==> src/hdl/dps_pkg.sv <==
// Package: constants and types of the dual port register select block.
package dps_pkg;
    localparam logic [7:0] CRC_ERR_OFS    = 8'h1b;
    localparam logic [7:0] PIN_STS_LO_OFS = 8'h1c;
    localparam logic [7:0] PIN_STS_HI_OFS = 8'h1d;
    localparam logic [7:0] PORT_SEL_OFS   = 8'h1e;
    localparam logic [7:0] FREQ_CNT_OFS   = 8'h1f;

    localparam logic [7:0] PORT_SEL_RST   = 8'h01;
    localparam logic [7:0] ZERO8          = 8'h00;
    localparam logic [7:0] CNT_MAX        = 8'hff;
    localparam logic [6:0] ADDR_STEP      = 7'h01;

    localparam int FIRST_SEL_BIT  = 0;
    localparam int SECOND_SEL_BIT = 1;
    localparam int SECOND_EN_BIT  = 2;
    localparam int PORT_SEL_W     = 3;

    localparam int HI_PIN_LSB     = 5;
    localparam int LO_PIN_W       = 4;
    localparam int SYNC_STAGES    = 3;

    typedef struct packed {
        logic       valid;
        logic       write;
        logic [6:0] dev_addr;
        logic [7:0] reg_addr;
        logic [7:0] wdata;
    } dps_req_t;

    typedef struct packed {
        logic       ack;
        logic       nak;
        logic [7:0] rdata;
    } dps_rsp_t;

    typedef struct packed {
        logic [3:0] first_low;
        logic [2:0] first_high;
        logic [3:0] second_low;
        logic       pin8;
    } dps_pins_t;

    typedef enum logic [0:0] {
        FC_IDLE,
        FC_COUNT
    } dps_fc_state_t;
endpackage

==> src/hdl/dps_top.sv <==
// Register access steering, pin status and error counters of the serializer.
`timescale 1ns/1ps
module dps_top (
    input  wire logic              clk_sys,
    input  wire logic              sys_rst,
    input  wire logic [6:0]        primary_target_address,
    input  wire dps_pkg::dps_req_t req,
    output dps_pkg::dps_rsp_t      rsp_q,
    input  wire logic              bist_active,
    input  wire logic              bist_restart,
    input  wire logic              crc_error_clear,
    input  wire logic [1:0]        link_lost,
    input  wire logic [1:0]        backchannel_crc_error,
    input  wire dps_pkg::dps_pins_t pins,
    input  wire logic              pixel_clock,
    output logic [2:0]             port_select_q,
    output logic [1:0]             port_write_enable_q
);

    // Synchroniser chains: stage 0 feeds only stage 1.
    localparam int PIN_W = $bits(dps_pkg::dps_pins_t) + 1;
    logic [PIN_W-1:0] sync0_q;
    logic [PIN_W-1:0] sync1_q;
    logic [PIN_W-1:0] sync2_q;
    logic [PIN_W-1:0] stable_q;
    dps_pkg::dps_pins_t pin_lvl;
    logic              pclk_lvl;
    logic              pclk_prev_q;

    logic [7:0] tally_q [2];
    logic [7:0] tally_d [2];
    logic [7:0] edge_cnt_q;
    logic [7:0] window_q;
    dps_pkg::dps_fc_state_t fc_state_q;

    logic       hit_primary;
    logic       hit_second;
    logic       view_port1;
    logic [7:0] rdata;

    always_ff @(posedge clk_sys or posedge sys_rst) begin
        if (sys_rst) begin
            sync0_q  <= '0;
            sync1_q  <= '0;
            sync2_q  <= '0;
            stable_q <= '0;
        end else begin
            sync0_q <= {pixel_clock, pins};
            sync1_q <= sync0_q;
            sync2_q <= sync1_q;
            // A level counts only once the last two stages agree.
            for (int i = 0; i < PIN_W; i++) begin
                if (sync1_q[i] == sync2_q[i]) begin
                    stable_q[i] <= sync2_q[i];
                end
            end
        end
    end

    assign pin_lvl  = stable_q[PIN_W-2:0];
    assign pclk_lvl = stable_q[PIN_W-1];

    assign hit_second = req.valid && port_select_q[dps_pkg::SECOND_EN_BIT]
        && (req.dev_addr == primary_target_address + dps_pkg::ADDR_STEP);
    assign hit_primary = req.valid
        && (req.dev_addr == primary_target_address);

    // Port view for this access. second address is port 1.
    // enable overrides bit 1. enable overrides bit 0.
    // bit 1 picks port 1. bit 1 beats bit 0 on reads.
    // otherwise port 0 copies are used.
    always_comb begin
        if (hit_second) begin
            view_port1 = 1'b1;
        end else if (port_select_q[dps_pkg::SECOND_EN_BIT]) begin
            view_port1 = 1'b0;
        end else begin
            view_port1 = port_select_q[dps_pkg::SECOND_SEL_BIT];
        end
    end

    always_comb begin
        for (int p = 0; p < 2; p++) begin
            tally_d[p] = tally_q[p];
            if (bist_active && backchannel_crc_error[p]
                && tally_q[p] != dps_pkg::CNT_MAX) begin
                tally_d[p] = tally_q[p] + 8'h01;
            end
            if (link_lost[p] || bist_restart || crc_error_clear) begin
                tally_d[p] = dps_pkg::ZERO8;
            end
        end
    end

    always_ff @(posedge clk_sys or posedge sys_rst) begin
        if (sys_rst) begin
            tally_q[0] <= dps_pkg::ZERO8;
            tally_q[1] <= dps_pkg::ZERO8;
        end else begin
            tally_q[0] <= tally_d[0];
            tally_q[1] <= tally_d[1];
        end
    end

    // Read multiplexer; unlisted bits stay zero.
    always_comb begin
        rdata = dps_pkg::ZERO8;
        case (req.reg_addr)
            dps_pkg::CRC_ERR_OFS: begin
                rdata = view_port1 ? tally_q[1] : tally_q[0];
            end
            dps_pkg::PIN_STS_LO_OFS: begin
                // high pins zero on port 1
                if (!view_port1) begin
                    rdata[7:dps_pkg::HI_PIN_LSB] = pin_lvl.first_high;
                end
                rdata[dps_pkg::LO_PIN_W-1:0] = view_port1
                    ? pin_lvl.second_low : pin_lvl.first_low;
            end
            dps_pkg::PIN_STS_HI_OFS: begin
                rdata[0] = pin_lvl.pin8;
            end
            dps_pkg::PORT_SEL_OFS: begin
                rdata[dps_pkg::PORT_SEL_W-1:0] = port_select_q;
            end
            dps_pkg::FREQ_CNT_OFS: begin
                rdata = edge_cnt_q;
            end
            default: begin
                rdata = dps_pkg::ZERO8;
            end
        endcase
    end

    // Answer one cycle after the request; unmatched addresses are refused.
    always_ff @(posedge clk_sys or posedge sys_rst) begin
        if (sys_rst) begin
            rsp_q <= '0;
        end else begin
            rsp_q.ack   <= hit_primary || hit_second;
            rsp_q.nak   <= req.valid && !(hit_primary || hit_second);
            rsp_q.rdata <= (hit_primary || hit_second) ? rdata
                                                       : dps_pkg::ZERO8;
        end
    end

    // Write steering to port copies elsewhere in the device, one cycle late.
    always_ff @(posedge clk_sys or posedge sys_rst) begin
        if (sys_rst) begin
            port_write_enable_q <= 2'h0;
        end else if ((hit_primary || hit_second) && req.write) begin
            if (hit_second || (!port_select_q[dps_pkg::SECOND_EN_BIT]
                && port_select_q[dps_pkg::SECOND_SEL_BIT])) begin
                port_write_enable_q <= 2'h2;
            end else begin
                port_write_enable_q <= 2'h1;
            end
        end else begin
            port_write_enable_q <= 2'h0;
        end
    end

    // The select register is shared, so both addresses reach it.
    always_ff @(posedge clk_sys or posedge sys_rst) begin
        if (sys_rst) begin
            port_select_q <= dps_pkg::PORT_SEL_RST[dps_pkg::PORT_SEL_W-1:0];
        end else if ((hit_primary || hit_second) && req.write
                     && req.reg_addr == dps_pkg::PORT_SEL_OFS) begin
            port_select_q <= req.wdata[dps_pkg::PORT_SEL_W-1:0];
        end
    end

    // gated pixel edge count. Only rising edges are counted, and
    // the three-stage sampling with its two-stage agreement check limits pixel rates to a quarter of clk.
    always_ff @(posedge clk_sys or posedge sys_rst) begin
        if (sys_rst) begin
            fc_state_q  <= dps_pkg::FC_IDLE;
            window_q    <= dps_pkg::ZERO8;
            edge_cnt_q  <= dps_pkg::ZERO8;
            pclk_prev_q <= 1'b0;
        end else begin
            pclk_prev_q <= pclk_lvl;
            if ((hit_primary || hit_second) && req.write
                && req.reg_addr == dps_pkg::FREQ_CNT_OFS) begin
                window_q   <= req.wdata;
                edge_cnt_q <= dps_pkg::ZERO8;
                fc_state_q <= (req.wdata == dps_pkg::ZERO8)
                    ? dps_pkg::FC_IDLE : dps_pkg::FC_COUNT;
            end else begin
                case (fc_state_q)
                    dps_pkg::FC_COUNT: begin
                        if (pclk_lvl && !pclk_prev_q
                            && edge_cnt_q != dps_pkg::CNT_MAX) begin
                            edge_cnt_q <= edge_cnt_q + 8'h01;
                        end
                        window_q <= window_q - 8'h01;
                        if (window_q == 8'h01) begin
                            fc_state_q <= dps_pkg::FC_IDLE;
                        end
                    end
                    default: begin
                        fc_state_q <= dps_pkg::FC_IDLE;
                    end
                endcase
            end
        end
    end

endmodule // dps_top

==> config.mk <==
export PLATFORM = sky130hd
export DESIGN_NAME = dps_top
export DESIGN_NICKNAME = d
export VERILOG_FILES = /design/src/hdl/dps_pkg.sv /design/src/hdl/dps_top.sv
export SDC_FILE = /design/constraint.sdc
export NUM_CORES = 1
export LEC_CHECK = 0
export BUFFER_PORTS_ARGS = -buffer_cell sky130_fd_sc_hd__buf_2
export CAP_MARGIN = 20
export CELL_PAD_IN_SITES_DETAIL_PLACEMENT = 1
export CELL_PAD_IN_SITES_GLOBAL_PLACEMENT = 2
export CORE_MARGIN = 2
export CORE_UTILIZATION = 40
export DETAILED_ROUTE_END_ITERATION = 10
export GPL_TIMING_DRIVEN = 0
export PLACE_DENSITY = 0.87
export SETUP_SLACK_MARGIN = 0.05
export SYNTH_ARGS = -nofsm -noshare
export SYNTH_HDL_FRONTEND = slang
export SYNTH_SLANG_ARGS = --single-unit
export TNS_END_PERCENT = 20
==> constraint.sdc <==
create_clock -name clk_sys -period 5 [get_ports clk_sys]
set_input_delay 0.25 -clock clk_sys [delete_from_list [all_inputs] [get_ports clk_sys]]
set_output_delay 0.25 -clock clk_sys [all_outputs]
set_load 0.02 [all_outputs]
[Yosys cells after proc, flatten, opt, wreduce, memory -nomap -nowiden]
Cells that the tools add are included.
Widths: inputs -> output; s select.
Cells by class
  add/subtract/negate cells: 5
  equality and inequality tests: 24
  muxes and demuxes: 26
  reduce and logical (&&, ||, !) cells: 29
Operators by type and width (count)
  $mux 8: 11
  $eq 8x5->1 const B: 5
  $add 8x1->8 const B: 3
  $ne 8x8->1 const B: 3
  $eq 7x7->1: 2
  $logic_and 1x1->1: 14
  $eq 1x1->1: 13
  $pmux 3 s3: 1
  $eq 8x1->1 const B: 1
  $logic_not 8->1: 1
  $pmux 2 s4: 1
  $reduce_bool 2->1: 4
  $sub 8x1->8 const B: 1
  $add 7x1->7 const B: 1
  $logic_or 1x1->1: 6
  $mux 1: 6
  $pmux 1 s5: 1
  $mux 2: 2
  $mux 4: 1
  $logic_not 1->1: 3
  $mux 3: 1
  $pmux 1 s3: 1
  $pmux 1 s2: 1
  $reduce_and 2->1: 1
Storage, ports and cells
  bits in registers: 101
  bits of input ports: 54
  output and inout bits: 15
  logic and storage cells: 111

[Logic depth before layout (Yosys ltp)]
Gate-level depths: netlist of run 1.
  word-level depth: 8
  depth in mapped cells: 9
  mapped depth without buffers: 7

[Worst setup path after synthesis of run 1]
Ideal clock, no wire load.
  kind: in2reg
  start: in primary_target_address[0]
  end: reg port_select_q[1]
  library setup time: 0.125 ns
  arrival time: 2.160 ns
  required time: 4.875 ns
  path slack: 2.715 ns
  stages: 8
  path buffers: 1
  cells stage by stage: ha_1 -> xor2_1 -> or4_4 -> nor3_4 -> and2_1 -> buf_6 -> o211a_1 -> mux2_2
Between the ends
  cells in the longest elaborated chain, start to end: 6
  elaborated cells on any way between the ends: 8
  those cells by class: add/sub: 1; eq/ne: 2; reduce/logical: 5
RTL lines
  start: declaration: line dps_top.sv:6  | input wire logic [6:0] primary_target_address,
  $add 7x1->7: line dps_top.sv:64  | && (req.dev_addr == primary_target_address + dps_pkg::ADDR_STEP);
  $eq 7x7->1: line dps_top.sv:64
  $logic_and 1x1->1: line dps_top.sv:64
  $logic_or 1x1->1 (*): line dps_top.sv:167  | end else if ((hit_primary || hit_second) && req.write
  $logic_and 1x1->1 (*): line dps_top.sv:167
  $logic_and 1x1->1 (*): line dps_top.sv:168  | && req.reg_addr == dps_pkg::PORT_SEL_OFS) begin
  end signal: assignment: line dps_top.sv:166  | port_select_q <= dps_pkg::PORT_SEL_RST[dps_pkg::PORT_SEL_W-1:0];
  end signal: assignment: line dps_top.sv:169  | port_select_q <= req.wdata[dps_pkg::PORT_SEL_W-1:0];
  end: declaration: line dps_top.sv:16  | output logic [2:0] port_select_q,
Every way passes the cells marked *; elsewhere a longest branch is shown, timed or not.
A chain may end at the register's enable or synchronous reset.

[Worst setup path in the final report of run 1]
  start: reg port_select_q[2]
  end: reg port_select_q[2]
Between the ends
  cells in the longest elaborated chain, start to end: 5
RTL lines
  $logic_and 1x1->1: line dps_top.sv:63  | assign hit_second = req.valid && port_select_q[dps_pkg::SECOND_EN_BIT]
  $logic_and 1x1->1: line dps_top.sv:64
  $logic_or 1x1->1: line dps_top.sv:167
  $logic_and 1x1->1: line dps_top.sv:167
  $logic_and 1x1->1: line dps_top.sv:168
Every way passes these cells.

==> results.md, run 1 <==
- Slew Viols, Final: 0
- Die area: 0.0118 mm²
- Crit path cell chain: nand2_1 > or4_4 > nor3_4 > and2_1 > buf_6 > o211a_1 > mux2_2
- Chip height: 109 µm
- Global-route wire length before repair: 17.1 mm
- Critical Path Fanout Max: 10
- N_diodes: 0
- Final ANT Viol Nets: 0
- Wire per inst: 16.7 µm
- Syn Std Cell Area: 0.00439 mm²
- HPWL after DPL: 7.68 mm
- Final Hold Viols: 0
- NumNets Final: 527
- Pin count of the biggest net entering global routing: 58
- YS warnings: 0
- Number of global-route vias before repair: 3,409
- CTS HTree Levels: 3
- Syn avg cell area: 11.7 µm²
- Buffers on Ports: 67
- Final wirelength: 10.2 mm
- Tot GR Track Use: 19.0%
- Most frequent cells in the layout: dfrtp_1, buf_2, nor2_1, nand2_1, nand3_1
- Total global routing overflow: 0
- RSZ-0062 raised after global routing: no
- Yosys reg bits: 101
- EDFF count, synth: 0
- Antenna violations before repair: 0
- Hold WC Path Type: input port to register
- Post-CTS sizing: 0
- Worst-path clk slew: 0.10 ns
- Clock sinks: 101
- Commonest non-fill, non-tap cell in the layout: dfrtp_1
- Sequential area share after synthesis: 57.6%
- Setup violators final: 0
- Via count: 3,224
- Area Overhead vs Synth: 20.4%
- Worst-Margin Slew: 0.854 ns
- Slowest cell on crit path: or4_4
- HP Start: req[6]
- Clk root buf: clkbuf_8
- Area of the core: 0.0108 mm²
- CTS tree: yes
- Pwr/cell area: 329 mW/mm²
- Starting Density: 40.6%
- Vias per cell: 5.27
- Critical path startpoint: port_select_q[2]
- Core Rows: 38
- Residual DRC: 0
- Critical Path Source Type: register
- Fin crit share: 46.6%
- Top-Level Pins: 69
- TNS Setup: 0 ns
- CP delay by family, top: simple AND/OR/NAND/NOR gates
- Crit Reg-Reg Startpoint: port_select_q[2]
- TritonCTS Buffers: 9
- Unique cell type count in the Yosys netlist: 48
- Peak VDD IR: 0.264 mV
- Worst setup EP type: register
- Die W: 109 µm
- WP data arrival: 2.60 ns
- Period minus WS final: 2.33 ns
- Critical path required time: 5.27 ns
- Buf/Inv on CP: 1
- Peak Freq: 429 MHz
- Worst-Skew Late Latency: 0.38 ns
- Final Util: 48.9%
- Post-Place Setup Slack: 2.33 ns
- Top_reg_cell synth: dfrtp_1
- Max_cap viols: 0
- DRT Pass-1 Iters: 4
- Max_slew headroom: 42.5%
- Syn Inst Count: 374
- PnR worst setup slack: 2.67 ns
- Largest stage delay, worst path: 0.51 ns
- Clock Path Buffers: 2
- Iter 0 DRT Violations: 127
- Syn Nets: 434
- Outcome: finished clean
- Clock Skews: 0.00911 ns
- LEAKAGE: 2.30 nW
- Share of cells above drive strength 1: 22.5%
- Crit path kind: register to register
- Fill cells: 1,170
- Ys async rst share: 100%
- Routability cong.: 0.828
[per-layer routing]
metal,track usage [%],part of all wire [%],vias to the layer above
li1,-,-,1515
met1,25.2,45,1630
met2,31.5,49,67
met3,2.81,3.5,12
met4,7.60,1.9,0
met5,0,0,-
[flip-flops by register name (all words and copies together), names as in the netlist, 3 cells and up]
name	cells
tally_q	16
stable_q	13
sync0_q	13
sync1_q	13
sync2_q	13
rsp_q	10
edge_cnt_q	8
window_q	8
port_select_q	3
[cell families (layout without fill, tap and decap cells)]
logic type / count (synthesis) / in the layout / synth area share (%)
AND/OR/NAND/NOR: 138 / 138 / 16.5
flip-flops: 101 / 101 / 57.6
AO/OA/AOI/OAI: 42 / 42 / 6.85
XOR/XNOR: 36 / 36 / 7.53
multiplexers: 21 / 21 / 5.13
adder cells (fa/ha/maj): 19 / 19 / 4.68
buffers and inverters: 17 / 115 / 1.68
[area by class of cell]
type	count	area (µm²)	area share, %
Clock inverter	6	76.3	1.45
Timing Repair Buffer	82	503	9.52
Clock buffer	10	138	2.61
Multi-Input combinational cell	256	1780	33.8
Inverter	7	28.8	0.545
Buffer	10	47.5	0.900
Sequential cell	101	2530	47.9
Tap cell	140	175	3.32
[synth_stat cells, types with 2 or more instances]
| cell type | instances | area, µm² |
|---|---|---|
| o221ai_1 | 2 | 17.5 |
| nor4_1 | 2 | 12.5 |
| maj3_1 | 13 | 130 |
| o31a_1 | 2 | 17.5 |
| xnor2_1 | 18 | 158 |
| mux2_2 | 12 | 135 |
| a32oi_1 | 4 | 35.0 |
| nor3_1 | 5 | 25.0 |
| clkbuf_1 | 5 | 18.8 |
| or4_1 | 2 | 15.0 |
| buf_1 | 2 | 7.51 |
| and3_1 | 4 | 25.0 |
| a31oi_1 | 6 | 37.5 |
| nor3b_1 | 3 | 22.5 |
| nand2_1 | 31 | 116 |
| nor2_1 | 32 | 120 |
| o211a_1 | 2 | 20.0 |
| nor2b_1 | 3 | 18.8 |
| xor2_1 | 17 | 149 |
| or3_1 | 6 | 37.5 |
| nand4_1 | 11 | 68.8 |
| nor4b_1 | 3 | 26.3 |
| mux2i_1 | 9 | 90.1 |
| inv_1 | 7 | 26.3 |
| nand3b_1 | 5 | 37.5 |
| a21oi_1 | 8 | 40.0 |
| buf_2 | 2 | 10.0 |
| ha_1 | 6 | 75.1 |
| dfrtp_1 | 100 | 2500 |
| o21ai_0 | 10 | 50.1 |
| and2_1 | 5 | 31.3 |
| and4_1 | 3 | 26.3 |
| nand3_1 | 19 | 95.1 |
[through the flow]
step	instances	area [µm²]	hold WS, ns	total power, mW
detailed placement	582	4930	0.336	1.19
global route	612	5280	0.122	1.82
floorplan	374	4390	0.281	1.10
CTS	612	5280	0.0988	1.76
global placement	581	4900	0.331	1.17
finish	612	5280	0.112	1.74
[power by group]
group,switching (mW),internal (mW),total [mW]
registers,0.0780,0.890,0.968
clock network,0.301,0.254,0.555
logic,0.108,0.107,0.214
[repair_timing]
| item | 4_1_cts | 5_1_grt |
|---|---|---|
| setup buffers | 0 | 0 |
| hold buffers | 14 | 0 |
| endpoints found under the hold margin | 56 | 0 |
[worst paths after layout]
path                               endpoint  slack, ns  cells after the start
hold reg to reg                  sync1_q[9]       0.36                      0
max in group asynchronous       sync0_q[10]       3.85                      4
min in group asynchronous        sync0_q[6]       0.49                      3
setup reg to reg           port_select_q[2]       2.67                      7
setup / recovery           port_select_q[2]       2.67                      7
hold / removal                  window_q[6]       0.11                      2
Note: power is estimated with default switching activity, not from simulation.
==> run 2: changes to the inputs <==
--- a/config.mk
+++ b/config.mk
@@ -5,15 +5,16 @@
 export SDC_FILE = /design/constraint.sdc
 export NUM_CORES = 1
 export LEC_CHECK = 0
+export ABC_AREA = 1
 export BUFFER_PORTS_ARGS = -buffer_cell sky130_fd_sc_hd__buf_2
 export CAP_MARGIN = 20
 export CELL_PAD_IN_SITES_DETAIL_PLACEMENT = 1
 export CELL_PAD_IN_SITES_GLOBAL_PLACEMENT = 2
 export CORE_MARGIN = 2
-export CORE_UTILIZATION = 40
+export CORE_UTILIZATION = 31
 export DETAILED_ROUTE_END_ITERATION = 10
 export GPL_TIMING_DRIVEN = 0
-export PLACE_DENSITY = 0.87
+export PLACE_DENSITY = 0.78
 export SETUP_SLACK_MARGIN = 0.05
 export SYNTH_ARGS = -nofsm -noshare
 export SYNTH_HDL_FRONTEND = slang
==> constraint.sdc (replaced) <==
create_clock -name clk_sys -period 2 [get_ports clk_sys]
set_input_delay 0.1 -clock clk_sys [delete_from_list [all_inputs] [get_ports clk_sys]]
set_output_delay 0.1 -clock clk_sys [all_outputs]
set_load 0.02 [all_outputs]
==> run 2 against run 1 <==
Effect of this change: worst hold slack got worse by 0.11 ns; die area rose by 34%; clock skew barely moved; via count is 14% higher; register-to-register slack got worse by 2.5 ns; clock-buffer cell count shrank 1; sequential share of layout area decreased by 3.7 points; cell area increased by 8.4%; largest power group unchanged.
==> results.md, run 2 <==
- Outcome: finished clean
- Die area: 0.0158 mm²
- Synth top cells by count: nand2_1, dfrtp_1, inv_1
- Clock share of power: 38.8%
- Pwr/cell area: 787 mW/mm²
- Number of global-route vias before repair: 3,922
- Syn Nets: 580
- N_diodes: 0
- Crit Reg-Reg Startpoint: tally_q[0]
- Commonest non-fill, non-tap cell in the layout: nand2_1
- Fin crit share: 90.3%
- RSZ-0062 raised after global routing: yes
- Via count: 3,691
- Top-Level Pins: 69
- DRT Pass-1 Iters: 4
- Buf/Inv on CP: 1
- Worst hold path endpoint: port_select_q[1]
- Most frequent cells in the layout: nand2_1, dfrtp_1, inv_1, buf_2, nand3_1
- Total global routing overflow: 0
- WP data arrival: 2.10 ns
- Crit path kind: register to register
- Buffers on Ports: 68
- Peak VDD IR: 0.476 mV
- Slew Viols, Final: 0
- Critical Path Source Type: register
- Max_cap viols: 0
- Critical path required time: 2.29 ns
- Final wirelength: 11.4 mm
- Top post-synthesis cells by area: dfrtp_1, nand2_1, nand3_1
- Clock sinks: 101
- CTS tree: yes
- Sequential area share after synthesis: 54.9%
- Max_slew headroom: 32.8%
- HPWL after DPL: 8.87 mm
- Antenna violations before repair: 0
- Max reg flops: 16
- Area Overhead vs Synth: 24.4%
- Core Rows: 44
- Most frequent cell after synthesis: nand2_1
- Hold Crit Depth: 3
- Share of cells above drive strength 1: 18.1%
- Clk root buf: clkbuf_16
- Switching portion of total power: 27.4%
- Slowest cell on crit path: dfrtp_1
- Ys async rst share: 100%
- Worst-Skew Late Latency: 0.35 ns
- Top_reg_cell synth: dfrtp_1
- Vias per cell: 4.57
- FF-to-FF setup slack: 0.19 ns
- Syn avg cell area: 8.85 µm²
- Wire per inst: 14.2 µm
- Register Area: 0.00253 mm²
- Chip height: 126 µm
- Worst-path clk slew: 0.08 ns
- Peak Freq: 554 MHz
- NetSw: 1.23 mW
- YS warnings: 0
- Clock Skews: 0.00934 ns
- Starting Density: 31.7%
- Critical Path Fanout Max: 6
- Reg2Reg Depth: 9
- Setup violators final: 0
- NumNets Final: 679
- Final Hold Viols: 0
- Pin count of the biggest net entering global routing: 39
- TritonCTS Buffers: 9
- HP Start: req[1]
- Share of the synthesized area in the top cell type: 54.4%
- Int Pwr: 3.27 mW
- Largest stage delay, worst path: 0.40 ns
- TNS Setup: 0 ns
- Yosys reg bits: 101
- Combinational share of power: 11.6%
- Unique cell type count in the Yosys netlist: 42
- LEAKAGE: 2.86 nW
- Fill cells: 1,730
- CP dominant cell by count: nand2_1
- Iter 0 DRT Violations: 139
- Tot GR Track Use: 15.2%
- CP delay by family, top: compound AO/OA/AOI/OAI gates
- Crit path cell chain: ha_1 > nand2_1 > nor3_1 > a21oi_2 > inv_1 > nand2_1 > nand4_1 > a21oi_1 > o21a_1
- Routability cong.: 0.859
- Worst-Margin Slew: 1.00 ns
- Area taken by multi-input logic gates: 0.00171 mm²
- CTS HTree Levels: 3
- Hold WC Path Type: input port to register
- Residual DRC: 0
- Final ANT Viol Nets: 0
- EDFF count, synth: 0
- Crit Reg-Reg Endpoint: tally_q[4]
- Die W: 126 µm
- Area leader, netlist: dfrtp_1
- Worst setup EP type: register
- Clock Path Buffers: 2
- Hold_ws: 0.00153 ns
- Syn Inst Count: 520
- Sequential power share: 49.6%
- Final Util: 39.4%
- Period minus WS final: 1.81 ns
- Largest Register: tally_q
- Area of the core: 0.0145 mm²
- Global-route wire length before repair: 19.4 mm
- Syn Std Cell Area: 0.00460 mm²
==> run 2: changes by cell type after synthesis, moves of 13 or more <==
cell	before	now
inv_1	7	89
nand2_1	31	111
nand3_1	19	70
xnor2_1	18	4
o21ai_0	10	23
==> run 2: power by group through the flow <==
stage                     logic, mW  registers [mW]  clock network (mW)
final                         0.521            2.24                1.75
after global routing          0.599            2.25                1.90
after CTS                     0.528            2.24                1.80
after detailed placement      0.499            2.28                   0
after global placement        0.468            2.27                   0
after floorplan               0.338            2.25                   0
==> run 2: logic make-up after synthesis <==
group	Yosys count	synth area share [%]
flops	101	54.9
buf+inv	98	8.40
mux	1	0.245
simple gates	238	23.8
fa+ha+maj	19	4.46
compound gates	53	6.31
xor+xnor	10	1.90
==> run 2: stage by stage <==
stage / instance area [µm²] / worst slack (ns) / total power, mW / cells
final: 5720 / 0.194 / 4.50 / 808
after global routing: 5720 / 0.0238 / 4.75 / 808
after CTS: 5700 / 0.0176 / 4.56 / 807
after detailed placement: 5220 / -0.0748 / 2.78 / 774
after global placement: 5180 / 0.0250 / 2.74 / 772
after floorplan: 4610 / 0.280 / 2.59 / 520
==> run 2: how the worst max path moves through the flow <==
stage / from / end / slack [ns] / cells after the start
after global placement: tally_q[8] / tally_q[13] / 0.03 / 7
final: tally_q[0] / tally_q[4] / 0.19 / 9
after CTS: edge_cnt_q[0] / edge_cnt_q[7] / 0.02 / 9
after floorplan: tally_q[8] / tally_q[13] / 0.28 / 7
after global routing: edge_cnt_q[0] / edge_cnt_q[7] / 0.02 / 9
after detailed placement: tally_q[8] / tally_q[15] / -0.07 / 9
==> run 2: timing repair <==
item | 4_1_cts | 5_1_grt
endpoints found under the hold margin | 43 | 0
endpoints found under the setup margin | 5 | 11
pin swaps | 0 | 1
buffers inserted | 0 | 1
resized for setup | 1 | 5
hold buffers | 17 | 0
==> run 2: area by class of cell <==
| type | instances | share of cell area [%] |
|---|---|---|
| plain buffers | 6 | 0.721 |
| well taps | 184 | 4.02 |
| clock buffers | 9 | 3.93 |
| multi-input cells | 321 | 29.9 |
| clock inverters | 7 | 1.36 |
| flip-flops and latches | 101 | 44.2 |
| inverters | 92 | 6.10 |
| repair buffers | 88 | 9.75 |
==> run 2: worst min-delay path: stages <==
cell and delay [ns]:
buf_2 0.11, nand2_1 0.05, o21ai_0 0.06
==> run 2: layer usage <==
metal | track usage (%) | vias to the layer above | part of all wire, %
met1 | 20.7 | 1773 | 48
met2 | 25.0 | 57 | 48
met3 | 3.95 | 6 | 3.3
met5 | 0 | - | 0
li1 | - | 1855 | -
met4 | 2.78 | 0 | 0.70
